==> src/logic/utg_pkg.sv <==
// Shared constants and types for the gated UART transmit and half-duplex block
package utg_pkg;
	// Timing
	localparam int unsigned CLK_HZ = 20_000_000;
	localparam int unsigned BAUD_DEFAULT = 115_200;
	localparam int unsigned BIT_CYCLES = CLK_HZ / BAUD_DEFAULT;
	localparam int CNT_W = 16;
	localparam int DATA_BITS = 8;
	// Register byte addresses
	localparam logic [31:0] ADDR_DATA = 32'h4000_8000;
	localparam logic [31:0] ADDR_STATUS = 32'h4000_8014;
	localparam logic [31:0] ADDR_GATE = 32'h4000_8030;
	localparam logic [31:0] ADDR_HD = 32'h4000_8040;
	// Field positions
	localparam int PERMIT_BIT = 7;
	localparam int HD_BIT = 0;
	localparam int ST_HOLD_FULL = 0;
	localparam int ST_TX_BUSY = 1;
	localparam int ST_RX_VALID = 2;
	localparam int ST_RX_BUSY = 3;
	localparam int ST_RX_LOCKED = 4;
	localparam int ST_FRAME_ERR = 5;
	// Values after reset
	localparam logic RST_PERMIT = 1'b1;
	localparam logic RST_HD = 1'b0;
	localparam logic RST_LINE = 1'b1;
	// Serial frame states
	typedef enum logic [1:0] {
		UTG_IDLE = 2'b00,
		UTG_START = 2'b01,
		UTG_DATA = 2'b10,
		UTG_STOP = 2'b11
	} utg_state_t;
endpackage

==> src/logic/utg_tx_shift.sv <==
// Transmit shift register: one 8N1 frame per start pulse
`timescale 1ns/100ps
module utg_tx_shift
	import utg_pkg::*;
#(
	parameter int BIT_CYCLES_P = BIT_CYCLES
) (
	input wire logic clk,
	input wire logic rst,
	input wire logic start,
	input wire logic [7:0] data,
	output logic txd,
	output logic busy,
	output logic done
);
	utg_state_t state_reg, state_next;
	logic [CNT_W-1:0] cnt_reg, cnt_next;
	logic [2:0] bit_reg, bit_next;
	logic [7:0] shift_reg, shift_next;
	logic txd_reg, txd_next;
	logic done_reg, done_next;
	logic tick;

	// Bit timing and frame sequencing
	always_comb begin
		state_next = state_reg;
		bit_next = bit_reg;
		shift_next = shift_reg;
		txd_next = txd_reg;
		done_next = 1'b0;
		tick = (cnt_reg == CNT_W'(BIT_CYCLES_P - 1));
		cnt_next = (state_reg == UTG_IDLE || tick) ? '0 : cnt_reg + 1'b1;
		case (state_reg)
			UTG_IDLE: begin
				txd_next = 1'b1;
				if (start) begin
					shift_next = data;
					txd_next = 1'b0;
					state_next = UTG_START;
				end
			end
			UTG_START: begin
				if (tick) begin
					txd_next = shift_reg[0];
					bit_next = '0;
					state_next = UTG_DATA;
				end
			end
			UTG_DATA: begin
				if (tick) begin
					if (bit_reg == 3'h7) begin
						txd_next = 1'b1;
						state_next = UTG_STOP;
					end else begin
						shift_next = shift_reg >> 1;
						txd_next = shift_reg[1];
						bit_next = bit_reg + 1'b1;
					end
				end
			end
			UTG_STOP: begin
				if (tick) begin
					done_next = 1'b1; // Frame fully sent
					state_next = UTG_IDLE;
				end
			end
			default: state_next = UTG_IDLE;
		endcase
	end

	// State registers
	always_ff @(posedge clk) begin
		if (rst) begin
			state_reg <= UTG_IDLE;
			cnt_reg <= '0;
			bit_reg <= '0;
			shift_reg <= '0;
			txd_reg <= RST_LINE;
			done_reg <= 1'b0;
		end else begin
			state_reg <= state_next;
			cnt_reg <= cnt_next;
			bit_reg <= bit_next;
			shift_reg <= shift_next;
			txd_reg <= txd_next;
			done_reg <= done_next;
		end
	end

	assign txd = txd_reg;
	assign busy = (state_reg != UTG_IDLE);
	assign done = done_reg;
endmodule

==> src/logic/utg_rx_shift.sv <==
// Receive shift register: samples an 8N1 frame from the filtered line level
`timescale 1ns/100ps
module utg_rx_shift
	import utg_pkg::*;
#(
	parameter int BIT_CYCLES_P = BIT_CYCLES
) (
	input wire logic clk,
	input wire logic rst,
	input wire logic rx_level,
	input wire logic enable,
	output logic [7:0] data,
	output logic valid,
	output logic frame_err,
	output logic busy
);
	utg_state_t state_reg, state_next;
	logic [CNT_W-1:0] cnt_reg, cnt_next;
	logic [2:0] bit_reg, bit_next;
	logic [7:0] shift_reg, shift_next;
	logic [7:0] data_reg, data_next;
	logic valid_reg, valid_next;
	logic err_reg, err_next;
	logic tick;
	logic half;

	// Start detection, mid-bit sampling and stop check
	always_comb begin
		state_next = state_reg;
		bit_next = bit_reg;
		shift_next = shift_reg;
		data_next = data_reg;
		valid_next = 1'b0;
		err_next = 1'b0;
		tick = (cnt_reg == CNT_W'(BIT_CYCLES_P - 1));
		half = (cnt_reg == CNT_W'(BIT_CYCLES_P / 2 - 1));
		cnt_next = cnt_reg + 1'b1;
		case (state_reg)
			UTG_IDLE: begin
				cnt_next = '0;
				if (enable && !rx_level) begin
					state_next = UTG_START; // New frames only start while unlocked
				end
			end
			UTG_START: begin
				if (half) begin
					cnt_next = '0;
					bit_next = '0;
					state_next = rx_level ? UTG_IDLE : UTG_DATA; // Glitch rejection
				end
			end
			UTG_DATA: begin
				if (tick) begin
					cnt_next = '0;
					shift_next = {rx_level, shift_reg[7:1]};
					bit_next = bit_reg + 1'b1;
					if (bit_reg == 3'h7) begin
						state_next = UTG_STOP;
					end
				end
			end
			UTG_STOP: begin
				if (tick) begin
					data_next = shift_reg;
					valid_next = 1'b1;
					err_next = !rx_level;
					state_next = UTG_IDLE;
				end
			end
			default: state_next = UTG_IDLE;
		endcase
	end

	// State registers
	always_ff @(posedge clk) begin
		if (rst) begin
			state_reg <= UTG_IDLE;
			cnt_reg <= '0;
			bit_reg <= '0;
			shift_reg <= '0;
			data_reg <= '0;
			valid_reg <= 1'b0;
			err_reg <= 1'b0;
		end else begin
			state_reg <= state_next;
			cnt_reg <= cnt_next;
			bit_reg <= bit_next;
			shift_reg <= shift_next;
			data_reg <= data_next;
			valid_reg <= valid_next;
			err_reg <= err_next;
		end
	end

	assign data = data_reg;
	assign valid = valid_reg;
	assign frame_err = err_reg;
	assign busy = (state_reg != UTG_IDLE);
endmodule

==> src/logic/utg_top.sv <==
// Serial port with transmit permit gate and half-duplex receiver lock
// Functional notes
// - Permit set: send held character when transmitter free
// - Permit cleared mid-character: finish it, then stop
// - Permit zero blocks holding-to-shift register transfer
// - Permit reads one after reset
// - Full duplex after reset
// - Half-duplex select bit enters or leaves half duplex
// - Half duplex: lock receiver idle while a character is held or being sent, after ongoing character
//
// The Avalon-MM slave port was chosen for this implementation.
`timescale 1ns/100ps
module utg_top
	import utg_pkg::*;
#(
	parameter int BIT_CYCLES_P = BIT_CYCLES
) (
	input wire logic clk,
	input wire logic rst,
	input wire logic [31:0] avs_address,
	input wire logic avs_read,
	input wire logic avs_write,
	input wire logic [31:0] avs_writedata,
	output logic [31:0] avs_readdata,
	output logic avs_waitrequest,
	input wire logic rxd,
	output logic txd
);
	// Bus slave state
	logic wait_reg, wait_next;
	logic [31:0] rdata_reg, rdata_next;
	logic accept;
	logic wr_data, wr_gate, wr_hd, rd_data, rd_status;

	// Control and data state
	logic permit_reg, permit_next;
	logic hd_reg, hd_next;
	logic hold_full_reg, hold_full_next;
	logic [7:0] hold_data_reg, hold_data_next;
	logic tx_start_reg, tx_start_next;
	logic load;
	logic rx_locked_reg, rx_locked_next;
	logic lock_req;
	logic rx_valid_reg, rx_valid_next;
	logic [7:0] rx_data_reg, rx_data_next;
	logic frame_err_reg, frame_err_next;

	// Line input synchroniser and filter
	logic sync1_reg, sync2_reg, sync3_reg;
	logic rx_level_reg, rx_level_next;

	// Sub-block outputs
	logic tx_txd, tx_busy, tx_done;
	logic [7:0] rx_byte;
	logic rx_pulse, rx_err, rx_busy;

	// Access decode: one accepted cycle per request
	always_comb begin
		accept = (avs_read || avs_write) && wait_reg;
		wr_data = accept && avs_write && (avs_address == ADDR_DATA);
		wr_gate = accept && avs_write && (avs_address == ADDR_GATE);
		wr_hd = accept && avs_write && (avs_address == ADDR_HD);
		rd_data = accept && avs_read && (avs_address == ADDR_DATA);
		rd_status = accept && avs_read && (avs_address == ADDR_STATUS);
	end

	// Wait state and read data; unmapped reads return zero
	always_comb begin
		wait_next = !accept;
		rdata_next = rdata_reg;
		if (accept && avs_read) begin
			case (avs_address)
				ADDR_DATA: rdata_next = {24'h0, rx_data_reg};
				ADDR_STATUS: begin
					rdata_next = 32'h0;
					rdata_next[ST_HOLD_FULL] = hold_full_reg;
					rdata_next[ST_TX_BUSY] = tx_busy;
					rdata_next[ST_RX_VALID] = rx_valid_reg;
					rdata_next[ST_RX_BUSY] = rx_busy;
					rdata_next[ST_RX_LOCKED] = rx_locked_reg;
					rdata_next[ST_FRAME_ERR] = frame_err_reg;
				end
				ADDR_GATE: begin
					rdata_next = 32'h0;
					rdata_next[PERMIT_BIT] = permit_reg;
				end
				ADDR_HD: begin
					rdata_next = 32'h0;
					rdata_next[HD_BIT] = hd_reg;
				end
				default: rdata_next = 32'h0;
			endcase
		end
	end

	always_ff @(posedge clk) begin
		if (rst) begin
			wait_reg <= 1'b1;
			rdata_reg <= 32'h0;
		end else begin
			wait_reg <= wait_next;
			rdata_reg <= rdata_next;
		end
	end

	// Transmit path: holding register gated into the shifter by the permit
	always_comb begin
		permit_next = permit_reg;
		hold_full_next = hold_full_reg;
		hold_data_next = hold_data_reg;
		if (wr_gate) begin
			permit_next = avs_writedata[PERMIT_BIT]; // Reserved bits ignored
		end
		// Transfer only with permit set and shifter free
		// The shifter never sees the permit, so a frame in flight ends whole
		load = hold_full_reg && permit_reg && !tx_busy && !tx_start_reg;
		tx_start_next = load;
		if (load) begin
			hold_full_next = 1'b0;
		end else if (wr_data && !hold_full_reg) begin
			hold_full_next = 1'b1; // A write while full is dropped
			hold_data_next = avs_writedata[7:0];
		end
		// Without permit the held character simply stays
	end

	always_ff @(posedge clk) begin
		if (rst) begin
			permit_reg <= RST_PERMIT; // Transmission allowed by default
			hold_full_reg <= 1'b0;
			hold_data_reg <= 8'h00;
			tx_start_reg <= 1'b0;
		end else begin
			permit_reg <= permit_next;
			hold_full_reg <= hold_full_next;
			hold_data_reg <= hold_data_next;
			tx_start_reg <= tx_start_next;
		end
	end

	// Half-duplex select and receiver lock
	always_comb begin
		hd_next = wr_hd ? avs_writedata[HD_BIT] : hd_reg;
		lock_req = hd_reg && (tx_busy || hold_full_reg || tx_start_reg);
		if (!hd_reg) begin
			rx_locked_next = 1'b0; // Full duplex: receiver independent
		end else if (rx_busy) begin
			rx_locked_next = rx_locked_reg; // Ongoing character completes
		end else begin
			rx_locked_next = lock_req; // Idle receiver locks at once
		end
	end

	always_ff @(posedge clk) begin
		if (rst) begin
			hd_reg <= RST_HD;
			rx_locked_reg <= 1'b0;
		end else begin
			hd_reg <= hd_next;
			rx_locked_reg <= rx_locked_next;
		end
	end

	// Receive data and sticky flags; a new event wins over the read clear
	always_comb begin
		rx_data_next = rx_pulse ? rx_byte : rx_data_reg;
		rx_valid_next = rx_pulse ? 1'b1 : (rd_data ? 1'b0 : rx_valid_reg);
		frame_err_next = (rx_pulse && rx_err) ? 1'b1 : (rd_status ? 1'b0 : frame_err_reg);
		rx_level_next = (sync2_reg == sync3_reg) ? sync3_reg : rx_level_reg;
	end

	// Three-stage line synchroniser; first stage feeds only the second
	always_ff @(posedge clk) begin
		if (rst) begin
			sync1_reg <= RST_LINE;
			sync2_reg <= RST_LINE;
			sync3_reg <= RST_LINE;
			rx_level_reg <= RST_LINE;
			rx_data_reg <= 8'h00;
			rx_valid_reg <= 1'b0;
			frame_err_reg <= 1'b0;
		end else begin
			sync1_reg <= rxd;
			sync2_reg <= sync1_reg;
			sync3_reg <= sync2_reg;
			rx_level_reg <= rx_level_next;
			rx_data_reg <= rx_data_next;
			rx_valid_reg <= rx_valid_next;
			frame_err_reg <= frame_err_next;
		end
	end

	// Serial shifters
	utg_tx_shift #(
		.BIT_CYCLES_P(BIT_CYCLES_P)
	) u_tx (
		.clk(clk),
		.rst(rst),
		.start(tx_start_reg),
		.data(hold_data_reg),
		.txd(tx_txd),
		.busy(tx_busy),
		.done(tx_done)
	);

	utg_rx_shift #(
		.BIT_CYCLES_P(BIT_CYCLES_P)
	) u_rx (
		.clk(clk),
		.rst(rst),
		.rx_level(rx_level_reg),
		.enable(!rx_locked_reg),
		.data(rx_byte),
		.valid(rx_pulse),
		.frame_err(rx_err),
		.busy(rx_busy)
	);

	assign avs_waitrequest = wait_reg;
	assign avs_readdata = rdata_reg;
	assign txd = tx_txd;

	// Check helper: counts the cycles of each busy span of the transmitter
	logic [CNT_W-1:0] busy_len_reg, busy_len_next;

	always_comb begin
		busy_len_next = tx_busy ? busy_len_reg + 1'b1 : '0;
	end

	always_ff @(posedge clk) begin
		if (rst) begin
			busy_len_reg <= '0;
		end else begin
			busy_len_reg <= busy_len_next;
		end
	end
endmodule

==> config.mk <==
export PLATFORM = sky130hd
export DESIGN_NAME = utg_top
export DESIGN_NICKNAME = d
export VERILOG_FILES = /design/src/logic/utg_pkg.sv /design/src/logic/utg_tx_shift.sv /design/src/logic/utg_rx_shift.sv /design/src/logic/utg_top.sv
export SDC_FILE = /design/constraint.sdc
export NUM_CORES = 1
export LEC_CHECK = 0
export ABC_AREA = 0
export BUFFER_PORTS_ARGS = -buffer_cell sky130_fd_sc_hd__buf_2
export CORE_UTILIZATION = 54
export DETAILED_ROUTE_END_ITERATION = 12
export PLACE_DENSITY = 0.79
export SLEW_MARGIN = 10
export SYNTH_ARGS = -nofsm -noshare
export SYNTH_HDL_FRONTEND = slang
export SYNTH_SLANG_ARGS = --single-unit
==> constraint.sdc <==
create_clock -name clk -period 2.3 [get_ports clk]
set_input_delay 0.115 -clock clk [delete_from_list [all_inputs] [get_ports clk]]
set_output_delay 0.115 -clock clk [all_outputs]
set_load 0.01 [all_outputs]
# [Word level (Yosys, flattened, before mapping)]
# Index checks and enable logic that the tools add are counted.
[totals] regBits=129 inputBits=69 out_inout_bits=34 wordCells=149
[op_classes] addsub=4 eq_ne=27 n_mux=38 bitwise_logic=4 n_reduce_logical=49
[ops] op="$eq A32 B31 Y1 const B" n=4
[ops] op="$pmux W16 S3" n=1
[ops] op="$add A16 B1 Y16 const B" n=2
[ops] op="$eq A16 B8 Y1 const B" n=2
[ops] op="$mux W16" n=2
[ops] op="$pmux W8 S4" n=1
[ops] op="$mux W8" n=3
[ops] op="$mux W2" n=11
[ops] op="$ne A2 B1 Y1 const B" n=9
[ops] op="$eq A16 B7 Y1 const B" n=1
[ops] op="$pmux W2 S4" n=2
[ops] op="$pmux W8 S2" n=1
[ops] op="$logic_and A1 B1 Y1" n=15
[ops] op="$mux W3" n=5
[ops] op="$reduce_bool A2 Y1" n=7
[ops] op="$pmux W3 S2" n=2
[ops] op="$reduce_and A5 Y1" n=2
[ops] op="$mux W1" n=9
[ops] op="$eq A2 B2 Y1 const B" n=4
[ops] op="$reduce_and A4 Y1" n=2
[ops] op="$reduce_or A2 Y1" n=4
[ops] op="$add A3 B1 Y3 const B" n=2
[ops] op="$eq A3 B3 Y1 const B" n=2
[ops] op="$logic_not A1 Y1" n=6
[ops] op="11 further kinds" n=23

# [Logic depth before layout (Yosys ltp)]
[depth] depth_word=6 depth_mapped=9 mapped_depth_nobuf=7

# [Cells and area by module]
# A second synthesis with hierarchy kept.
[unflattened] cells_unflattened=582 area_unflattened_um2=5285.1
[modules_own_cells] mod="utg_top" n_inst=1 cells_per_inst=217 area_per_inst_um2=1920.6 seq_area_each_um2=720.7
[modules_own_cells] mod="utg_rx_shift" n_inst=1 cells_per_inst=180 area_per_inst_um2=1699.1 seq_area_each_um2=780.7
[modules_own_cells] mod="utg_tx_shift" n_inst=1 cells_per_inst=185 area_per_inst_um2=1665.3 seq_area_each_um2=620.6

# [Least setup slack after synthesis]
# Ideal clock, no wire load.
[synth_path] path_type="register to register" from="reg u_rx.cnt_reg[13]" to="reg u_rx.cnt_reg[10]" setup_ps=115 arrival_ps=1878 required_ps=2185 slack_ps=308 path_stages_with_launch=8 path_buffers=2 period_less_slack_ps=1992 path_cell_list="dfxtp_1 > or4_4 > nor4_4 > buf_6 > o211ai_1 > nand2_2 > buf_6 > nor2_1"
[synth_between] elab_chain_cells=3 word_cells_on_any_way=5 cone_classes="2 x eq/ne; 3 x mux"
[synth_rtl] element="from (decl)" line="utg_rx_shift.sv:18" rtl="logic [CNT_W-1:0] cnt_reg, cnt_next;"
[synth_rtl] element="from (signal assigned)" line="utg_rx_shift.sv:86" rtl="cnt_reg <= cnt_next;"
[synth_rtl] element="$eq A16 B8 Y1 / $eq A16 B7 Y1 (equally long branches)" line="utg_rx_shift.sv:35, utg_rx_shift.sv:36"
[synth_rtl] element="$mux W16, on equally long branches" line="utg_rx_shift.sv:53, utg_rx_shift.sv:46"
[synth_rtl] element="$pmux W16 S3 (*)" line="utg_rx_shift.sv:38" rtl="case (state_reg)"
# Every way passes the cells marked *; elsewhere a longest branch is shown, timed or not.
# A chain may end at the register's enable or synchronous reset.

==> impl_results.md <==
- CTS Buffer Depth: 2
- Status: complete, but fails checks
- I/O pins: slightly above 100
- DRC violation total after the first TritonRoute iteration: 140
- Worst r2r src: u_rx.cnt_reg[8]
- Die H: around 97 µm
- PwrDens: about 620 mW/mm²
- R2R Setup Slk: roughly 0.17 ns
- Synth Area in Adders: 4.67%
- Max-Cap Viols: 0
- Compound-Gate Fraction of Synth Area: a little under an eighth
- Final std cells w/o fill: 719
- Max IR drop VDD: between 0.0003 and 0.0004 V
- Reg clk slew, reported paths: ~0.11 ns
- Post-synthesis simple-gate area fraction: a little under a quarter
- Horiz. Die Dim: 96.5 µm
- CP max FO: 6
- Final ANT Viol Nets: 0
- Vias in the first global route: ~3,500
- H-tree Lvls: 3
- Crit share post-route: just over 90%
- Worst slew pin tran: ~0.63 ns
- Number of remaining DRC errors: 1
- Clock share of power: 32.0%
- Most used DFF post-synth: dfxtp_1
- Min Tclk post-route: about 2.1 ns
- Layout cell share with drive strength beyond 1: between 10% and 20%
- Nets: between 600 and 700
- Mux cell area share after synthesis: between 4 and 5%
- Largest family of logic cells by synthesized area: simple AND/OR/NAND/NOR gates
- Min Hold Slack: 0.0292 ns
- Sw frac: 28.4%
- Leakage power: 2.01 nW
- Worst Min Path Start: avs_writedata[7]
- Distinct cells, synth: 56
- Initial antenna violation count: 0
- RePlAce Congestion: ~0.8
- Syn_area_per_cell: approximately 9.0 µm²
- GRT Total Usage: between 20% and 30%
- Post-synth EDFFs: 0
- Worst skew pair latency: about 0.37 ns
- Post-Place Cells: 692
- Asr flop ratio synth: 0%
- Clk sink count: between 100 and 150
- TritonCTS buffer count: 9
- Routed WL: between 9 and 10 mm
- Worst Path Arrival: roughly 2.4 ns
- Initial core utilization: between 50% and 60%
- Die area: 0.00931 mm²
- Sequential share of power: between 50% and 60%
- Failing checks: design-rule violations
- Cell Int Power: around 2.4 mW
- Commonest non-fill, non-tap cell in the layout: dfxtp_1
- Final instance area: ~0.0054 mm²
- Reg2Reg Depth: 5
- Place WS: approximately 0.13 ns
- DP Area: ~0.0051 mm²
- Xor and xnor area share after synthesis: around 5.1%
- Rel. slew slack: 57.8%
- Setup crit start kind: flop
- P&R area growth vs syn: 12.8%
- First-pass GRT wire length: roughly 16 mm
- Worst setup path startpoint: u_rx.cnt_reg[8]
- Vias: 3,900
- Via-per-instance ratio: 5.42
- Final HPWL DP: between 7 and 8 mm
- Final Max Tran Viols: 0
- Flops & latches, synth: around 110
- Final hold vios: 0
- CP Class: flop to flop
- Req. time, crit path: 2.57 ns
- Largest net degree at the start of global routing: 32
- Hold Crit Class: primary input to flop
- F_max: 469 MHz
- Most frequent cells in the layout: dfxtp_1 (105), nor2_1 (74), buf_2 (54), nand2_1 (44), nand3_1 (33)
- Logic gate share of total power: approximately 13%
- Sequential share of the synthesized area: about 44%
- Core ar.: slightly below 0.009 mm²
- Row cnt: 34
- Root Buffer: clkbuf_8
- Final setup margin: about 0.17 ns
- Routed length per instance: 13.9 µm
- Final setup vio count: 0
- Psw: about 960 µW
- DRT Pass-1 Iters: 8
- CTS tree: built
- Cells after Synth: 536
- Worst Skew: around 0.0099 ns
- Total inserted antenna cells: 0
- TNS Setup: 0 ns
- IO Port Bufs: 54
- GRT overflow: 0
- Setup crit end kind: flop
- Synthesis Warnings: 0
- RSZ-0062 raised after global routing: false
- Post-Syn Area: about 0.0048 mm²
cells by family after synthesis:
family	count (synthesis)
adders and majority gates	18
and+or+nand+nor	220
AOI/OAI and AO/OA	80
muxes	23
DFF	105
buffers and inverters	61
other	1
xor gates and xnor gates	28
per-stage QoR:
stage,total power [mW],utilization (%)
floorplan,2.22,-
global placement,2.31,59.3
detailed placement,2.32,59.3
CTS,3.40,62.5
global route,3.55,62.7
finish,3.38,62.7
metal layers:
metal  track usage, %  part of all wire, %  wire, µm
met5                0                    0         0
met4             6.74                  1.4       136
met3             5.24                  5.4       541
met2             40.0                   49      4920
met1             27.3                   44      4380
worst min-delay path by stage:
| stage | endpoint | slack [ns] | cells past startpoint |
|---|---|---|---|
| after floorplan | avs_readdata[7] | 0.22 | 1 |
| after global placement | sync1_reg | 0.32 | 2 |
| after detailed placement | sync1_reg | 0.33 | 2 |
| after CTS | avs_readdata[7] | 0.02 | 2 |
| after global routing | avs_readdata[7] | 0.01 | 2 |
| final | hold_data_reg[7] | 0.03 | 3 |
synth_stat cells, types with 7 or more instances:
master     instances  area (µm²)
nand2_1           44         165
nand4_1            8        50.1
nand3_1           33         165
a21oi_1           24         120
nor2_1            74         278
inv_1             19        71.3
clkbuf_1          11        41.3
a22oi_1           13        97.6
xor2_1            16         140
o21ai_0           11        55.1
o2bb2ai_1          7        61.3
xnor2_1           12         105
dfxtp_1          105        2100
buf_4             25         188
mux2i_1           23         230
nor4_1             9        56.3
nor3_1            10        50.1
ha_1              18         225
timing repair:
| item | 4_1_cts | 5_1_grt |
|---|---|---|
| hold buffers | 9 | 0 |
| setup buffers | 0 | 2 |
| endpoints found under the setup margin | 0 | 13 |
| hold endpoints to repair | 8 | 0 |
| gates resized for setup | 0 | 1 |
power by group through the flow:
| stage | registers, mW | clock network [mW] | logic (mW) |
|---|---|---|---|
| finish | 1.87 | 1.08 | 0.430 |
| global route | 1.88 | 1.19 | 0.486 |
| CTS | 1.87 | 1.11 | 0.426 |
| detailed placement | 1.91 | 0 | 0.413 |
| global placement | 1.91 | 0 | 0.399 |
| floorplan | 1.91 | 0 | 0.308 |
worst max-delay path, cell delays in order, from the launching register on:
cell,delay (ns)
dfxtp_1,0.38
or4_4,0.60
o41ai_4,0.49
and3_1,0.26
a211oi_1,0.08
a31o_2,0.22
layout make-up:
class	count	area (µm²)
clock buffers	9	124
clock inverters	7	61.3
fillers	734	3240
inverters	20	75.1
multi-input cells	393	2480
flip-flops and latches	105	2100
well taps	108	135
repair buffers	77	465
Note: power is estimated with default switching activity, not from simulation.
